===== src/pkg/staging_map.vh =====
`ifndef STAGING_MAP_VH
`define STAGING_MAP_VH

// ----------------------------------------
// Register byte offsets
// ----------------------------------------
`define REG_CTRL        8'h00
`define REG_UP_TIME     8'h04
`define REG_LO_TIME     8'h08
`define REG_MC_TIME     8'h0C
`define REG_BIAS        8'h10
`define REG_STATUS      8'h14

// ----------------------------------------
// Control word fields
// ----------------------------------------
`define CTRL_MODE_LSB   0
`define CTRL_MODE_MSB   2
`define CTRL_SRC_BIT    3
`define CTRL_EN24_LSB   4
`define CTRL_EN24_MSB   7
`define CTRL_EN58_LSB   8
`define CTRL_EN58_MSB   11

// ----------------------------------------
// Staging modes and sources
// ----------------------------------------
`define MODE_OFF        3'h0
`define MODE_FIX_LOFF   3'h1
`define MODE_FIX_INV    3'h2
`define MODE_FIX_FOFF   3'h3
`define MODE_CYC_ALL    3'h4
`define MODE_CYC_INV    3'h5
`define MODE_CYC_BOARD  3'h6
`define SRC_CARD        1'b0
`define SRC_BOARD       1'b1

// ----------------------------------------
// Ranges, in 0.1 s, 0.01 s and 0.1 %
// ----------------------------------------
`define DWELL_MIN       16'h000A
`define DWELL_MAX       16'h1770
`define MC_MIN          16'h000A
`define MC_MAX          16'h00C8
`define BIAS_MAX        16'h00C8
`define DWELL_SCALE     17'h0000A

// ----------------------------------------
// Pump limits as highest usable relay index, and highest pair index in card cycle
// ----------------------------------------
`define FIX_CARD_TOP    3'h7
`define FIX_BOARD_TOP   3'h2
`define CYC_CARD_PAIRS  2'h3

// ----------------------------------------
// Timing
// ----------------------------------------
`define CLK_NS          4
`define TICK_NS         10000000

`endif


===== src/design/dwell_timer.v =====
`timescale 1ns/1ns
`default_nettype none

// Counts base ticks while a frequency stays in its limit band
module dwell_timer
#(
   parameter W = 17
)
(
   input  wire         aclk,
   input  wire         aresetn,
   input  wire         clear,
   input  wire         in_band,
   input  wire         tick,
   input  wire [W-1:0] limit,
   output reg          done_r
);

   reg [W-1:0] cnt_r;   // Ticks spent in band

   // -----------------------------------------
   // Dwell counter
   // -----------------------------------------
   // Leaving the band restarts the count, so only an unbroken stay counts
   always @(posedge aclk)
   begin
      if (!aresetn || clear || !in_band)
      begin
         cnt_r  <= {W{1'b0}};
         done_r <= 1'b0;
      end
      else if (done_r)
      begin
         done_r <= 1'b1;        // Hold until cleared, reset or out of band
      end
      else if (tick)
      begin
         cnt_r  <= cnt_r + {{(W-1){1'b0}}, 1'b1};
         done_r <= (cnt_r + {{(W-1){1'b0}}, 1'b1}) >= limit;
      end
   end

endmodule

`default_nettype wire


===== src/design/pump_staging.v =====
`timescale 1ns/1ns
`default_nettype none
`include "staging_map.vh"

module pump_staging
#(
   parameter TICK_CYCLES = `TICK_NS / `CLK_NS,
   parameter FW          = 16
)
(
   input  wire          aclk,
   input  wire          aresetn,
   input  wire [7:0]    awaddr,
   input  wire          awvalid,
   output reg           awready,
   input  wire [31:0]   wdata,
   input  wire [3:0]    wstrb,
   input  wire          wvalid,
   output reg           wready,
   output reg  [1:0]    bresp,
   output reg           bvalid,
   input  wire          bready,
   input  wire [7:0]    araddr,
   input  wire          arvalid,
   output reg           arready,
   output reg  [31:0]   rdata,
   output reg  [1:0]    rresp,
   output reg           rvalid,
   input  wire          rready,
   input  wire [FW-1:0] fout,
   input  wire [FW-1:0] upper_lim,
   input  wire [FW-1:0] lower_lim,
   input  wire          run_cmd,
   input  wire          card_present,
   input  wire [2:0]    gen_relay_func,
   output reg  [7:0]    card_relay,
   output reg           board_relay_out_one,
   output reg           board_relay_out_two,
   output reg           board_relay_out_three,
   output reg           inv_out_en,
   output reg           pid_hold,
   output reg           ramp_up,
   output reg           ramp_down
);

   // -----------------------------------------
   // States
   // -----------------------------------------
   localparam S_IDLE = 3'h0;
   localparam S_RUN  = 3'h1;
   localparam S_RLO  = 3'h2;   // Ramp to lower limit, loop held
   localparam S_RHI  = 3'h3;   // Ramp to upper limit, loop held
   localparam S_XOFF = 3'h4;   // Inverter off, contactor wait
   localparam S_XON  = 3'h5;   // Relays moved, contactor wait

   // -----------------------------------------
   // Registers and state
   // -----------------------------------------
   reg  [2:0]  mode_r;         // Staging mode
   reg         src_r;          // Relay source
   reg  [3:0]  en24_r;         // Relays 2-4 enables, bit 0 reserved
   reg  [3:0]  en58_r;         // Relays 5-8 enables
   reg  [15:0] up_t_r;         // Upper dwell, 0.1 s
   reg  [15:0] lo_t_r;         // Lower dwell, 0.1 s
   reg  [15:0] mc_t_r;         // Contactor delay, 0.01 s
   reg  [15:0] bias_r;         // Bias, 0.1 %
   reg  [2:0]  st_r;           // Sequencer state
   reg  [7:0]  stage_r;        // Staging relays, bit 0 is relay one
   reg  [1:0]  cur_r;          // Pair on inverter in card cycle
   reg  [16:0] wait_r;         // Contactor wait, ticks left
   reg  [21:0] tick_cnt_r;     // Base tick divider
   reg         tick_r;         // 10 ms tick
   reg         aw_full_r;      // Write address held
   reg         w_full_r;       // Write data held
   reg  [7:0]  aw_addr_r;
   reg  [31:0] w_data_r;
   reg  [3:0]  w_strb_r;
   reg         card_s1_r;      // Card pin synchroniser
   reg         card_s2_r;

   wire        stage_relay_one = stage_r[0];
   wire [7:0]  en_all = {en58_r, en24_r[3:1], 1'b1};
   wire        is_fix = (mode_r >= `MODE_FIX_LOFF) && (mode_r <= `MODE_FIX_FOFF);
   wire        is_cyc = (mode_r == `MODE_CYC_ALL) || (mode_r == `MODE_CYC_INV);
   wire        is_brd = (mode_r == `MODE_CYC_BOARD);
   wire        inv_only = (mode_r == `MODE_FIX_INV) || (mode_r == `MODE_CYC_INV);
   wire        active = (mode_r != `MODE_OFF) && (src_r || card_s2_r);

   // Thresholds pulled inward by the bias
   wire [FW-1:0] up_th = (upper_lim > bias_r[FW-1:0]) ?
                         upper_lim - bias_r[FW-1:0] : {FW{1'b0}};
   wire [FW-1:0] lo_th = lower_lim + bias_r[FW-1:0];
   wire          at_hi = (fout >= up_th);
   wire          at_lo = (fout <= lo_th);
   wire          up_done;
   wire          lo_done;
   wire          dwell_clr = (st_r != S_RUN);

   // -----------------------------------------
   // Dwell timers
   // -----------------------------------------
   dwell_timer #(.W(17)) up_tmr
   (
      .aclk    (aclk),
      .aresetn (aresetn),
      .clear   (dwell_clr),
      .in_band (at_hi),
      .tick    (tick_r),
      .limit   (up_t_r * `DWELL_SCALE),
      .done_r  (up_done)
   );

   dwell_timer #(.W(17)) lo_tmr
   (
      .aclk    (aclk),
      .aresetn (aresetn),
      .clear   (dwell_clr),
      .in_band (at_lo),
      .tick    (tick_r),
      .limit   (lo_t_r * `DWELL_SCALE),
      .done_r  (lo_done)
   );

   // -----------------------------------------
   // Relay choice
   // -----------------------------------------
   reg [2:0] top_idx;     // Highest relay usable as a lag pump
   reg [2:0] add_idx;
   reg       add_ok;
   reg [2:0] rem_idx;
   reg       rem_ok;
   reg [1:0] rem_pair;
   reg       pair_ok;
   integer   i;

   // Next relay to add and last one to shed
   always @*
   begin
      top_idx  = src_r ? `FIX_BOARD_TOP : `FIX_CARD_TOP;
      add_idx  = 3'h0;
      add_ok   = 1'b0;
      rem_idx  = 3'h0;
      rem_ok   = 1'b0;
      rem_pair = 2'h0;
      // Scan downward so the lowest free relay wins
      for (i = 7; i >= 1; i = i - 1)
      begin
         if (i <= top_idx && en_all[i] && !stage_r[i])
         begin
            add_idx = i[2:0];
            add_ok  = 1'b1;
         end
      end
      for (i = 1; i <= 7; i = i + 1)
      begin
         // Last on is the highest unless first on, first off
         if (stage_r[i] && (mode_r != `MODE_FIX_FOFF || !rem_ok))
         begin
            rem_idx = i[2:0];              // Lead relay never chosen
            rem_ok  = 1'b1;
         end
      end
      // Card cycle: oldest pair on mains goes first
      for (i = 3; i >= 0; i = i - 1)
      begin
         if (stage_r[2*i+1])
         begin
            rem_pair = i[1:0];
         end
      end
      // Next pair only when both its relays are enabled
      pair_ok = (cur_r < `CYC_CARD_PAIRS) &&
                en_all[{cur_r + 2'h1, 1'b0}] && en_all[{cur_r + 2'h1, 1'b1}];
   end

   // -----------------------------------------
   // Tick divider
   // -----------------------------------------
   always @(posedge aclk)
   begin
      if (!aresetn)
      begin
         tick_cnt_r <= 22'h000000;
         tick_r     <= 1'b0;
      end
      else if (tick_cnt_r == TICK_CYCLES[21:0] - 22'h000001)
      begin
         tick_cnt_r <= 22'h000000;
         tick_r     <= 1'b1;
      end
      else
      begin
         tick_cnt_r <= tick_cnt_r + 22'h000001;
         tick_r     <= 1'b0;
      end
   end

   // -----------------------------------------
   // Card presence synchroniser
   // -----------------------------------------
   always @(posedge aclk)
   begin
      if (!aresetn)
      begin
         card_s1_r <= 1'b0;
         card_s2_r <= 1'b0;
      end
      else
      begin
         card_s1_r <= card_present;
         card_s2_r <= card_s1_r;
      end
   end

   // -----------------------------------------
   // Sequencer
   // -----------------------------------------
   // A new command from the dwell timers is only taken in S_RUN, so a
   // transfer always finishes before the next decision
   always @(posedge aclk)
   begin
      if (!aresetn)
      begin
         st_r       <= S_IDLE;
         stage_r    <= 8'h00;
         cur_r      <= 2'h0;
         wait_r     <= 17'h00000;
         inv_out_en <= 1'b0;
         pid_hold   <= 1'b0;
         ramp_up    <= 1'b0;
         ramp_down  <= 1'b0;
      end
      else if (!run_cmd || !active)
      begin
         st_r       <= S_IDLE;
         inv_out_en <= 1'b0;
         pid_hold   <= 1'b0;
         ramp_up    <= 1'b0;
         ramp_down  <= 1'b0;
         // Lag pumps on mains stay only in inverter-only stop
         if (inv_only && active)
         begin
            stage_r <= is_cyc ? (stage_r & 8'hAA) : (stage_r & 8'hFE);
         end
         else
         begin
            stage_r <= 8'h00;
         end
      end
      else
      begin
         if (tick_r && wait_r != 17'h00000)
         begin
            wait_r <= wait_r - 17'h00001;
         end
         case (st_r)
            S_IDLE:
            begin
               // Lead pump on the inverter, relay one always used
               stage_r[0] <= 1'b1;
               cur_r      <= 2'h0;
               inv_out_en <= 1'b1;
               st_r       <= S_RUN;
            end
            S_RUN:
            begin
               if (up_done && is_cyc && pair_ok)
               begin
                  stage_r[{cur_r, 1'b0}] <= 1'b0;
                  inv_out_en <= 1'b0;
                  wait_r     <= {1'b0, mc_t_r};
                  st_r       <= S_XOFF;
               end
               else if (up_done && is_brd && add_ok)
               begin
                  inv_out_en       <= 1'b0;
                  stage_r[add_idx] <= 1'b1;
                  wait_r     <= {mc_t_r, 1'b0};           // Twice the delay
                  st_r       <= S_XON;
               end
               else if (up_done && is_fix && add_ok)
               begin
                  stage_r[add_idx] <= 1'b1;
                  pid_hold   <= 1'b1;
                  ramp_down  <= 1'b1;
                  st_r       <= S_RLO;
               end
               else if (lo_done && is_cyc && stage_r != 8'h01 &&
                        (stage_r & 8'hAA) != 8'h00)
               begin
                  stage_r[{rem_pair, 1'b1}] <= 1'b0;
                  pid_hold   <= 1'b1;
                  ramp_up    <= 1'b1;
                  st_r       <= S_RHI;
               end
               else if (lo_done && !is_cyc && rem_ok)
               begin
                  stage_r[rem_idx] <= 1'b0;
                  pid_hold   <= 1'b1;
                  ramp_up    <= 1'b1;
                  st_r       <= S_RHI;
               end
            end
            S_RLO:
            begin
               if (fout <= lower_lim)
               begin
                  pid_hold  <= 1'b0;
                  ramp_down <= 1'b0;
                  st_r      <= S_RUN;
               end
            end
            S_RHI:
            begin
               if (fout >= upper_lim)
               begin
                  pid_hold <= 1'b0;
                  ramp_up  <= 1'b0;
                  st_r     <= S_RUN;
               end
            end
            S_XOFF:
            begin
               if (wait_r == 17'h00000)
               begin
                  // Old motor to mains, next motor to inverter
                  stage_r[{cur_r, 1'b1}]        <= 1'b1;
                  stage_r[{cur_r + 2'h1, 1'b0}] <= 1'b1;
                  cur_r  <= cur_r + 2'h1;
                  wait_r <= {1'b0, mc_t_r};
                  st_r   <= S_XON;
               end
            end
            S_XON:
            begin
               if (wait_r == 17'h00000)
               begin
                  inv_out_en <= 1'b1;
                  st_r       <= S_RUN;
               end
            end
            default:
            begin
               st_r <= S_IDLE;
            end
         endcase
      end
   end

   // -----------------------------------------
   // Relay outputs
   // -----------------------------------------
   // Board relays follow staging only when the board is the source
   always @(posedge aclk)
   begin
      if (!aresetn)
      begin
         card_relay            <= 8'h00;
         board_relay_out_one   <= 1'b0;
         board_relay_out_two   <= 1'b0;
         board_relay_out_three <= 1'b0;
      end
      else if (src_r == `SRC_BOARD && mode_r != `MODE_OFF)
      begin
         card_relay            <= 8'h00;
         board_relay_out_one   <= stage_relay_one;
         board_relay_out_two   <= stage_r[1];
         board_relay_out_three <= stage_r[2];
      end
      else
      begin
         card_relay            <= card_s2_r ? stage_r : 8'h00;
         board_relay_out_one   <= gen_relay_func[0];
         board_relay_out_two   <= gen_relay_func[1];
         board_relay_out_three <= gen_relay_func[2];
      end
   end

   // -----------------------------------------
   // Register write path
   // -----------------------------------------
   wire [31:0] bmask = {{8{w_strb_r[3]}}, {8{w_strb_r[2]}},
                        {8{w_strb_r[1]}}, {8{w_strb_r[0]}}};
   wire [31:0] ctrl_old = {20'h00000, en58_r, en24_r, src_r, mode_r};
   wire [31:0] ctrl_new = (ctrl_old & ~bmask) | (w_data_r & bmask);
   wire [2:0]  nmode = ctrl_new[`CTRL_MODE_MSB:`CTRL_MODE_LSB];
   wire        nsrc  = ctrl_new[`CTRL_SRC_BIT];
   // Modes 4 and 5 need the card, mode 6 needs the board
   wire        mode_ok = (nmode <= `MODE_CYC_BOARD) &&
                         (nsrc ? (nmode <= `MODE_FIX_FOFF || nmode == `MODE_CYC_BOARD)
                               : (nmode != `MODE_CYC_BOARD));

   // Merge byte lanes into a 16-bit setting and clamp it
   function [15:0] merge_clamp;
      input [15:0] old;
      input [31:0] d;
      input [31:0] m;
      input [15:0] lo;
      input [15:0] hi;
      reg   [15:0] v;
      begin
         v = (old & ~m[15:0]) | (d[15:0] & m[15:0]);
         merge_clamp = (v < lo) ? lo : ((v > hi) ? hi : v);
      end
   endfunction

   wire do_wr = aw_full_r && w_full_r && !bvalid;

   // Write handshake, one write at a time
   always @(posedge aclk)
   begin
      if (!aresetn)
      begin
         awready   <= 1'b1;
         wready    <= 1'b1;
         bvalid    <= 1'b0;
         bresp     <= 2'b00;
         aw_full_r <= 1'b0;
         w_full_r  <= 1'b0;
         aw_addr_r <= 8'h00;
         w_data_r  <= 32'h00000000;
         w_strb_r  <= 4'h0;
         mode_r    <= `MODE_OFF;
         src_r     <= `SRC_CARD;
         en24_r    <= 4'h0;
         en58_r    <= 4'h0;
         up_t_r    <= `DWELL_MIN;
         lo_t_r    <= `DWELL_MIN;
         mc_t_r    <= `MC_MIN;
         bias_r    <= 16'h0000;
      end
      else
      begin
         if (awvalid && awready)
         begin
            aw_full_r <= 1'b1;
            aw_addr_r <= awaddr;
            awready   <= 1'b0;
         end
         if (wvalid && wready)
         begin
            w_full_r <= 1'b1;
            w_data_r <= wdata;
            w_strb_r <= wstrb;
            wready   <= 1'b0;
         end
         if (bvalid && bready)
         begin
            bvalid  <= 1'b0;
            awready <= 1'b1;
            wready  <= 1'b1;
         end
         if (do_wr)
         begin
            aw_full_r <= 1'b0;
            w_full_r  <= 1'b0;
            bvalid    <= 1'b1;
            bresp     <= 2'b00;
            if (aw_addr_r == `REG_CTRL)
            begin
               if (mode_ok)
               begin
                  mode_r <= nmode;
               end
               src_r  <= nsrc;
               // Reserved low bit, relay 4 and 5-8 forced off on board
               en24_r <= {ctrl_new[`CTRL_EN24_MSB] & ~nsrc,
                          ctrl_new[`CTRL_EN24_MSB-1:`CTRL_EN24_LSB+1],
                          1'b0};
               en58_r <= nsrc ? 4'h0 :
                         ctrl_new[`CTRL_EN58_MSB:`CTRL_EN58_LSB];
            end
            else if (aw_addr_r == `REG_UP_TIME)
            begin
               up_t_r <= merge_clamp(up_t_r, w_data_r, bmask,
                                     `DWELL_MIN, `DWELL_MAX);
            end
            else if (aw_addr_r == `REG_LO_TIME)
            begin
               lo_t_r <= merge_clamp(lo_t_r, w_data_r, bmask,
                                     `DWELL_MIN, `DWELL_MAX);
            end
            else if (aw_addr_r == `REG_MC_TIME)
            begin
               mc_t_r <= merge_clamp(mc_t_r, w_data_r, bmask,
                                     `MC_MIN, `MC_MAX);
            end
            else if (aw_addr_r == `REG_BIAS)
            begin
               bias_r <= merge_clamp(bias_r, w_data_r, bmask,
                                     16'h0000, `BIAS_MAX);
            end
            else if (aw_addr_r != `REG_STATUS)
            begin
               bresp <= 2'b10;                            // Unmapped
            end
         end
      end
   end

   // -----------------------------------------
   // Register read path
   // -----------------------------------------
   always @(posedge aclk)
   begin
      if (!aresetn)
      begin
         arready <= 1'b1;
         rvalid  <= 1'b0;
         rresp   <= 2'b00;
         rdata   <= 32'h00000000;
      end
      else if (rvalid)
      begin
         if (rready)
         begin
            rvalid  <= 1'b0;
            arready <= 1'b1;
         end
      end
      else if (arvalid && arready)
      begin
         arready <= 1'b0;
         rvalid  <= 1'b1;
         rresp   <= 2'b00;
         if (araddr == `REG_CTRL)
         begin
            rdata <= ctrl_old;
         end
         else if (araddr == `REG_UP_TIME)
         begin
            rdata <= {16'h0000, up_t_r};
         end
         else if (araddr == `REG_LO_TIME)
         begin
            rdata <= {16'h0000, lo_t_r};
         end
         else if (araddr == `REG_MC_TIME)
         begin
            rdata <= {16'h0000, mc_t_r};
         end
         else if (araddr == `REG_BIAS)
         begin
            rdata <= {16'h0000, bias_r};
         end
         else if (araddr == `REG_STATUS)
         begin
            rdata <= {16'h0000, card_s2_r, ramp_up, ramp_down, pid_hold,
                      inv_out_en, st_r, stage_r};
         end
         else
         begin
            rdata <= 32'h00000000;
            rresp <= 2'b10;
         end
      end
   end

endmodule

`default_nettype wire


===== config.mk =====
export PLATFORM = sky130hd
export DESIGN_NAME = pump_staging
export DESIGN_NICKNAME = d
export VERILOG_FILES = /design/src/design/dwell_timer.v /design/src/design/pump_staging.v
export VERILOG_INCLUDE_DIRS = /design/src /design/src/pkg
export SDC_FILE = /design/constraint.sdc
export NUM_CORES = 1
export LEC_CHECK = 0
export ABC_AREA = 0
export BUFFER_PORTS_ARGS = -buffer_cell sky130_fd_sc_hd__buf_2
export CAP_MARGIN = 20
export CORE_MARGIN = 3
export CORE_UTILIZATION = 35
export DETAILED_ROUTE_END_ITERATION = 16
export GPL_TIMING_DRIVEN = 0
export PLACE_DENSITY_LB_ADDON = 0.12
export SLEW_MARGIN = 20
export SYNTH_ARGS = -nofsm -noshare
export SYNTH_HDL_FRONTEND = slang
export SYNTH_HIERARCHICAL = 1
export SYNTH_SLANG_ARGS = --single-unit

===== constraint.sdc =====
create_clock -name aclk -period 5.6 [get_ports aclk]
set_input_delay 0.28 -clock aclk [delete_from_list [all_inputs] [get_ports aclk]]
set_output_delay 0.28 -clock aclk [all_outputs]
set_load 0.01 [all_outputs]

==> summary by stage <==
Global routing
The initial antenna violation count was 2. The via count of the first global-routing pass is 15500. Entering global routing, the biggest net connects 15 pins. The global-route wire length before repair is slightly below 90000 µm. The all-layer global routing usage is 22.3%. The final global-route overflow total is 0.

Power and ir drop
In this run switching power makes up between 20% and 30% of total power. The static power due to leakage is 8.46 nW. The internal portion of the total power is roughly 0.0031 W. The share of total power in combinational logic is 11.4%. The share of power burned in registers is between 40% and 50%.

The clock network burns about half of the power. The worst-case IR drop observed on VDD is about 0.24 mV. The switching power summed over all nets is roughly 0.0011 W. Dividing total power by cell area gives a power density of 209 nW/µm².

Floorplan
The count of pins on the block boundary is 168. The core region is 48100 µm². The effective utilization at floorplan is roughly 36%. In this run the vertical extent of the chip is about 230 µm.

The area of the die is between 50000 and 60000 µm². The standard-cell row count is 80. The floorplan step set the die width to ~230 µm.

Timing
Between clock sinks in the finished design, the worst skew comes to approximately 0.014 ns. Headroom to the max-slew limit came out at roughly a third. At the pin with the least slew margin, the transition time is slightly above 1 ns. The final-report max-slew violation count is 0. The number of hold violations in the final report is 0. The final cycle utilization of the critical path is roughly 95%. The minimum clock period is 5.34 ns.

Based on the critical path, the design can be clocked at up to about 0.19 GHz. Setup violations remaining at the end of the flow were counted as 0.

Routing
After detailed routing, the total wire length is 59100 µm. The detailed router finished its first iteration with around 1400 violations. The routed length per instance is around 19 µm. For this block, wires on met1 add up to between 20000 and 30000 µm. Once detail routing completed, the nets flagged for antenna violations numbered 0. The number of iterations in the first detailed-routing pass is 7. The highest layer touched by signal routing is met5. The number of vias in the routed layout is approximately 17000. Detailed routing placed a total of about 3700 µm of wire on met3. Using the TritonRoute via totals, the vias-per-cell ratio works out to about 5.4. After detailed routing, the number of remaining DRC violations is 0. The met2 wire length is 27300 µm.

Final layout
In the final layout, the multi-input gates occupy roughly 12000 µm². For this run, the number of standard cells in the final layout without fillers is roughly 3100. The net count of the finished layout is between 2000 and 3000. The register area is 4650 µm².

Compared with the post-synthesis result, the final layout area differs by 17.5%. In the layout the commonest cells are sky130_fd_sc_hd__dfxtp_1 (228), sky130_fd_sc_hd__nand2_1 (201), sky130_fd_sc_hd__nor2_1 (199). The leading cell type in the layout, fill and taps excluded is sky130_fd_sc_hd__dfxtp_1. The fraction of layout instances using a drive strength above 1 is a little under an eighth. Counting the fill cells in the layout gives 4971. The core utilization of the finished layout is between 40% and 50%.

Worst setup path
For this run, the slowest stage of the critical path takes roughly 0.54 ns. Data on the critical path is required at its endpoint by between 6 and 7 ns. STA classifies the critical path startpoint as a register.

Together, buffers and inverters on the worst path number 2. The number of cells on the worst reg-to-reg path is 25. The top cell family by delay on the critical path is compound AO/OA/AOI/OAI gates. Along the worst path, the maximum fanout reaches 5. The largest individual stage delay along the critical path comes from the cell sky130_fd_sc_hd__or4_1.

The type of element capturing the critical path is a register. Data arrives at the worst endpoint at between 5 and 6 ns. The worst setup slack for register-to-register paths is 0.26 ns. The startpoint of the lowest-slack register-to-register path is bias_r[0].

The kind of critical path is register to register. Among the stages of the critical path, the cell type that occurs most often is sky130_fd_sc_hd__a21o_1. The endpoint identified for the worst register-to-register timing path is up_tmr/done_r.

Yosys
The dominant synthesized flop cell is sky130_fd_sc_hd__dfxtp_1. By area the synthesized netlist is led by sky130_fd_sc_hd__dfxtp_1 (27%), sky130_fd_sc_hd__ha_1 (14%), sky130_fd_sc_hd__a21oi_1 (5.3%). The async set or reset register ratio after synthesis is 0%. Counting flops and latches in the post-synthesis netlist gives 232. Of the post-synthesis cell area, the dominant cell type holds 27.0%.

The number of synthesis warnings is 6. Summing every instance area after synthesis gives around 17000 µm². The number of different library cells used by synthesis comes to slightly below 100. The number of synthesized flops with an enable pin is 0. The sequential-to-total area share from yosys stat is 27.0%. The largest area contributor in the synthesized netlist is sky130_fd_sc_hd__dfxtp_1.

The average instance in the mapped netlist occupies between 7 and 8 µm². Counting every instance in the synthesized netlist gives approximately 2200.

Clock tree
For the worst-skew pair, the clock arrives at the later sink with an insertion delay of 0.58 ns. The cell sitting at the root of the clock tree is a sky130_fd_sc_hd__clkbuf_16. In this run the number of H-tree levels came out at 1. The number of sinks on the clock net is 232.

The clock passes through at most 3 buffers. The clock-pin slew on the worst setup and hold paths is roughly 0.060 ns. TritonCTS built the clock tree. The clock buffer count from CTS is 29.

Run status
The run finished with clean final reports.

Min path
The sink of the worst hold path is arready. The worst hold path was traced through 3 stages. The worst hold path begins at arvalid. The kind of path behind the tightest hold check is input port to register.

Placement
At the end of routability-driven placement, the weighted congestion stood at 0.944. The cell total after placement is approximately 3000. The count of buffers inserted at the top-level ports is 129. After legalization and detailed placement, the total HPWL measured about 47000 µm.

Run
The tool flagged a number of max-cap violations equal to 0.
-- worst max-delay path by stage --
stage | from | endpoint | slack, ns | cells after the start
after floorplan | bias_r[0] | up_tmr/done_r | 1.08 | 24
after global placement | bias_r[0] | up_tmr/done_r | -0.79 | 24
after detailed placement | bias_r[0] | up_tmr/done_r | -0.76 | 24
after CTS | bias_r[2] | up_tmr/done_r | -0.01 | 24
after global routing | bias_r[2] | up_tmr/done_r | -0.01 | 24
final | bias_r[0] | up_tmr/done_r | 0.26 | 25
-- flip-flops by register name, indices dropped and copies added (netlist names), 3 cells and up, named ones only --
signal,count
aw_addr_r,8
bias_r,16
card_relay,8
en58_r,4
lo_t_r,16
lo_tmr/cnt_r,17
mc_t_r,16
mode_r,3
rdata,16
st_r,3
stage_r,8
tick_cnt_r,22
up_t_r,16
up_tmr/cnt_r,17
w_data_r,16
wait_r,17
-- Yosys cell counts, drive strengths merged (13+ instances only) --
library cell	instances
clkbuf	72
and2	33
nand2	202
or3	18
buf	36
nor4	28
and3	24
nand2b	28
nand3	60
a21oi	183
xnor2	77
dfxtp	232
a31oi	23
xor2	49
o21bai	13
nor2	202
o22ai	29
nor3	72
a211oi	33
nor2b	25
a21o	27
a22oi	20
inv	127
nand4	31
o21ai	113
mux2i	52
ha	187
-- logic make-up (layout without fill, tap and decap cells) --
group	count (synthesis)	in the layout	share of synthesized area, %
and+or+nand+nor	777	777	22.7
AOI/OAI and AO/OA	556	556	20.6
buffers and inverters	236	457	5.76
DFF	232	232	27.0
adders and majority gates	191	191	14.1
xor gates and xnor gates	126	126	6.42
muxes	56	56	3.36
other	1	21	0.0218
-- worst reg2reg max path: cells and delay by family, from the launching register on --
family,cells,cell delay (ns)
AOI/OAI and AO/OA,14,2.35
and+or+nand+nor,6,1.34
adders and majority gates,3,0.91
DFF,1,0.41
buffers and inverters,2,0.26
-- power by group through the flow --
stage / clock [W] / sequential [W] / combinational [W]
after floorplan: 0 / 0.00172 / 0.000283
after global placement: 0 / 0.00173 / 0.000443
after detailed placement: 0 / 0.00173 / 0.000450
after CTS: 0.00210 / 0.00170 / 0.000476
after global routing: 0.00215 / 0.00170 / 0.000534
final: 0.00204 / 0.00169 / 0.000481
-- stage by stage --
stage / power (W) / setup WS (ns) / area, µm² / hold WS (ns) / TNS, ns
final: 0.00422 / 0.263 / 20200 / 0.137 / 0
after global routing: 0.00438 / -0.0120 / 20200 / 0.161 / -0.0120
after CTS: 0.00427 / -0.0110 / 20100 / 0.126 / -0.0110
after detailed placement: 0.00218 / -0.760 / 18700 / 0.420 / -9.59
after global placement: 0.00217 / -0.787 / 18700 / 0.423 / -10.57
after floorplan: 0.00201 / 1.08 / 17300 / 0.380 / 0
-- layout make-up --
| class | count | area share, % |
|---|---|---|
| tap | 656 | 4.06 |
| clock buffer | 33 | 3.72 |
| multi-input combinational | 1726 | 57.8 |
| buffer | 108 | 2.54 |
| clock inverter | 21 | 1.40 |
| inverter | 128 | 2.38 |
| timing repair buffer | 167 | 5.03 |
| antenna | 1 | 0.0124 |
| sequential | 232 | 23.0 |
-- routing by layer --
metal | up-vias | global-route usage, %
li1 | 8258 | -
met1 | 7673 | 29.6
met2 | 484 | 37.1
met3 | 115 | 3.47
met4 | 4 | 7.04
met5 | - | 0
-- timing repair --
item | in CTS | in global routing
gates resized for setup | 6 | 13
hold buffers | 34 | 0
hold endpoints to repair | 34 | 0
pin swaps | 1 | 3
endpoints found under the setup margin | 18 | 19
setup buffers | 3 | 1
Note: power is estimated with default switching activity, not from simulation.
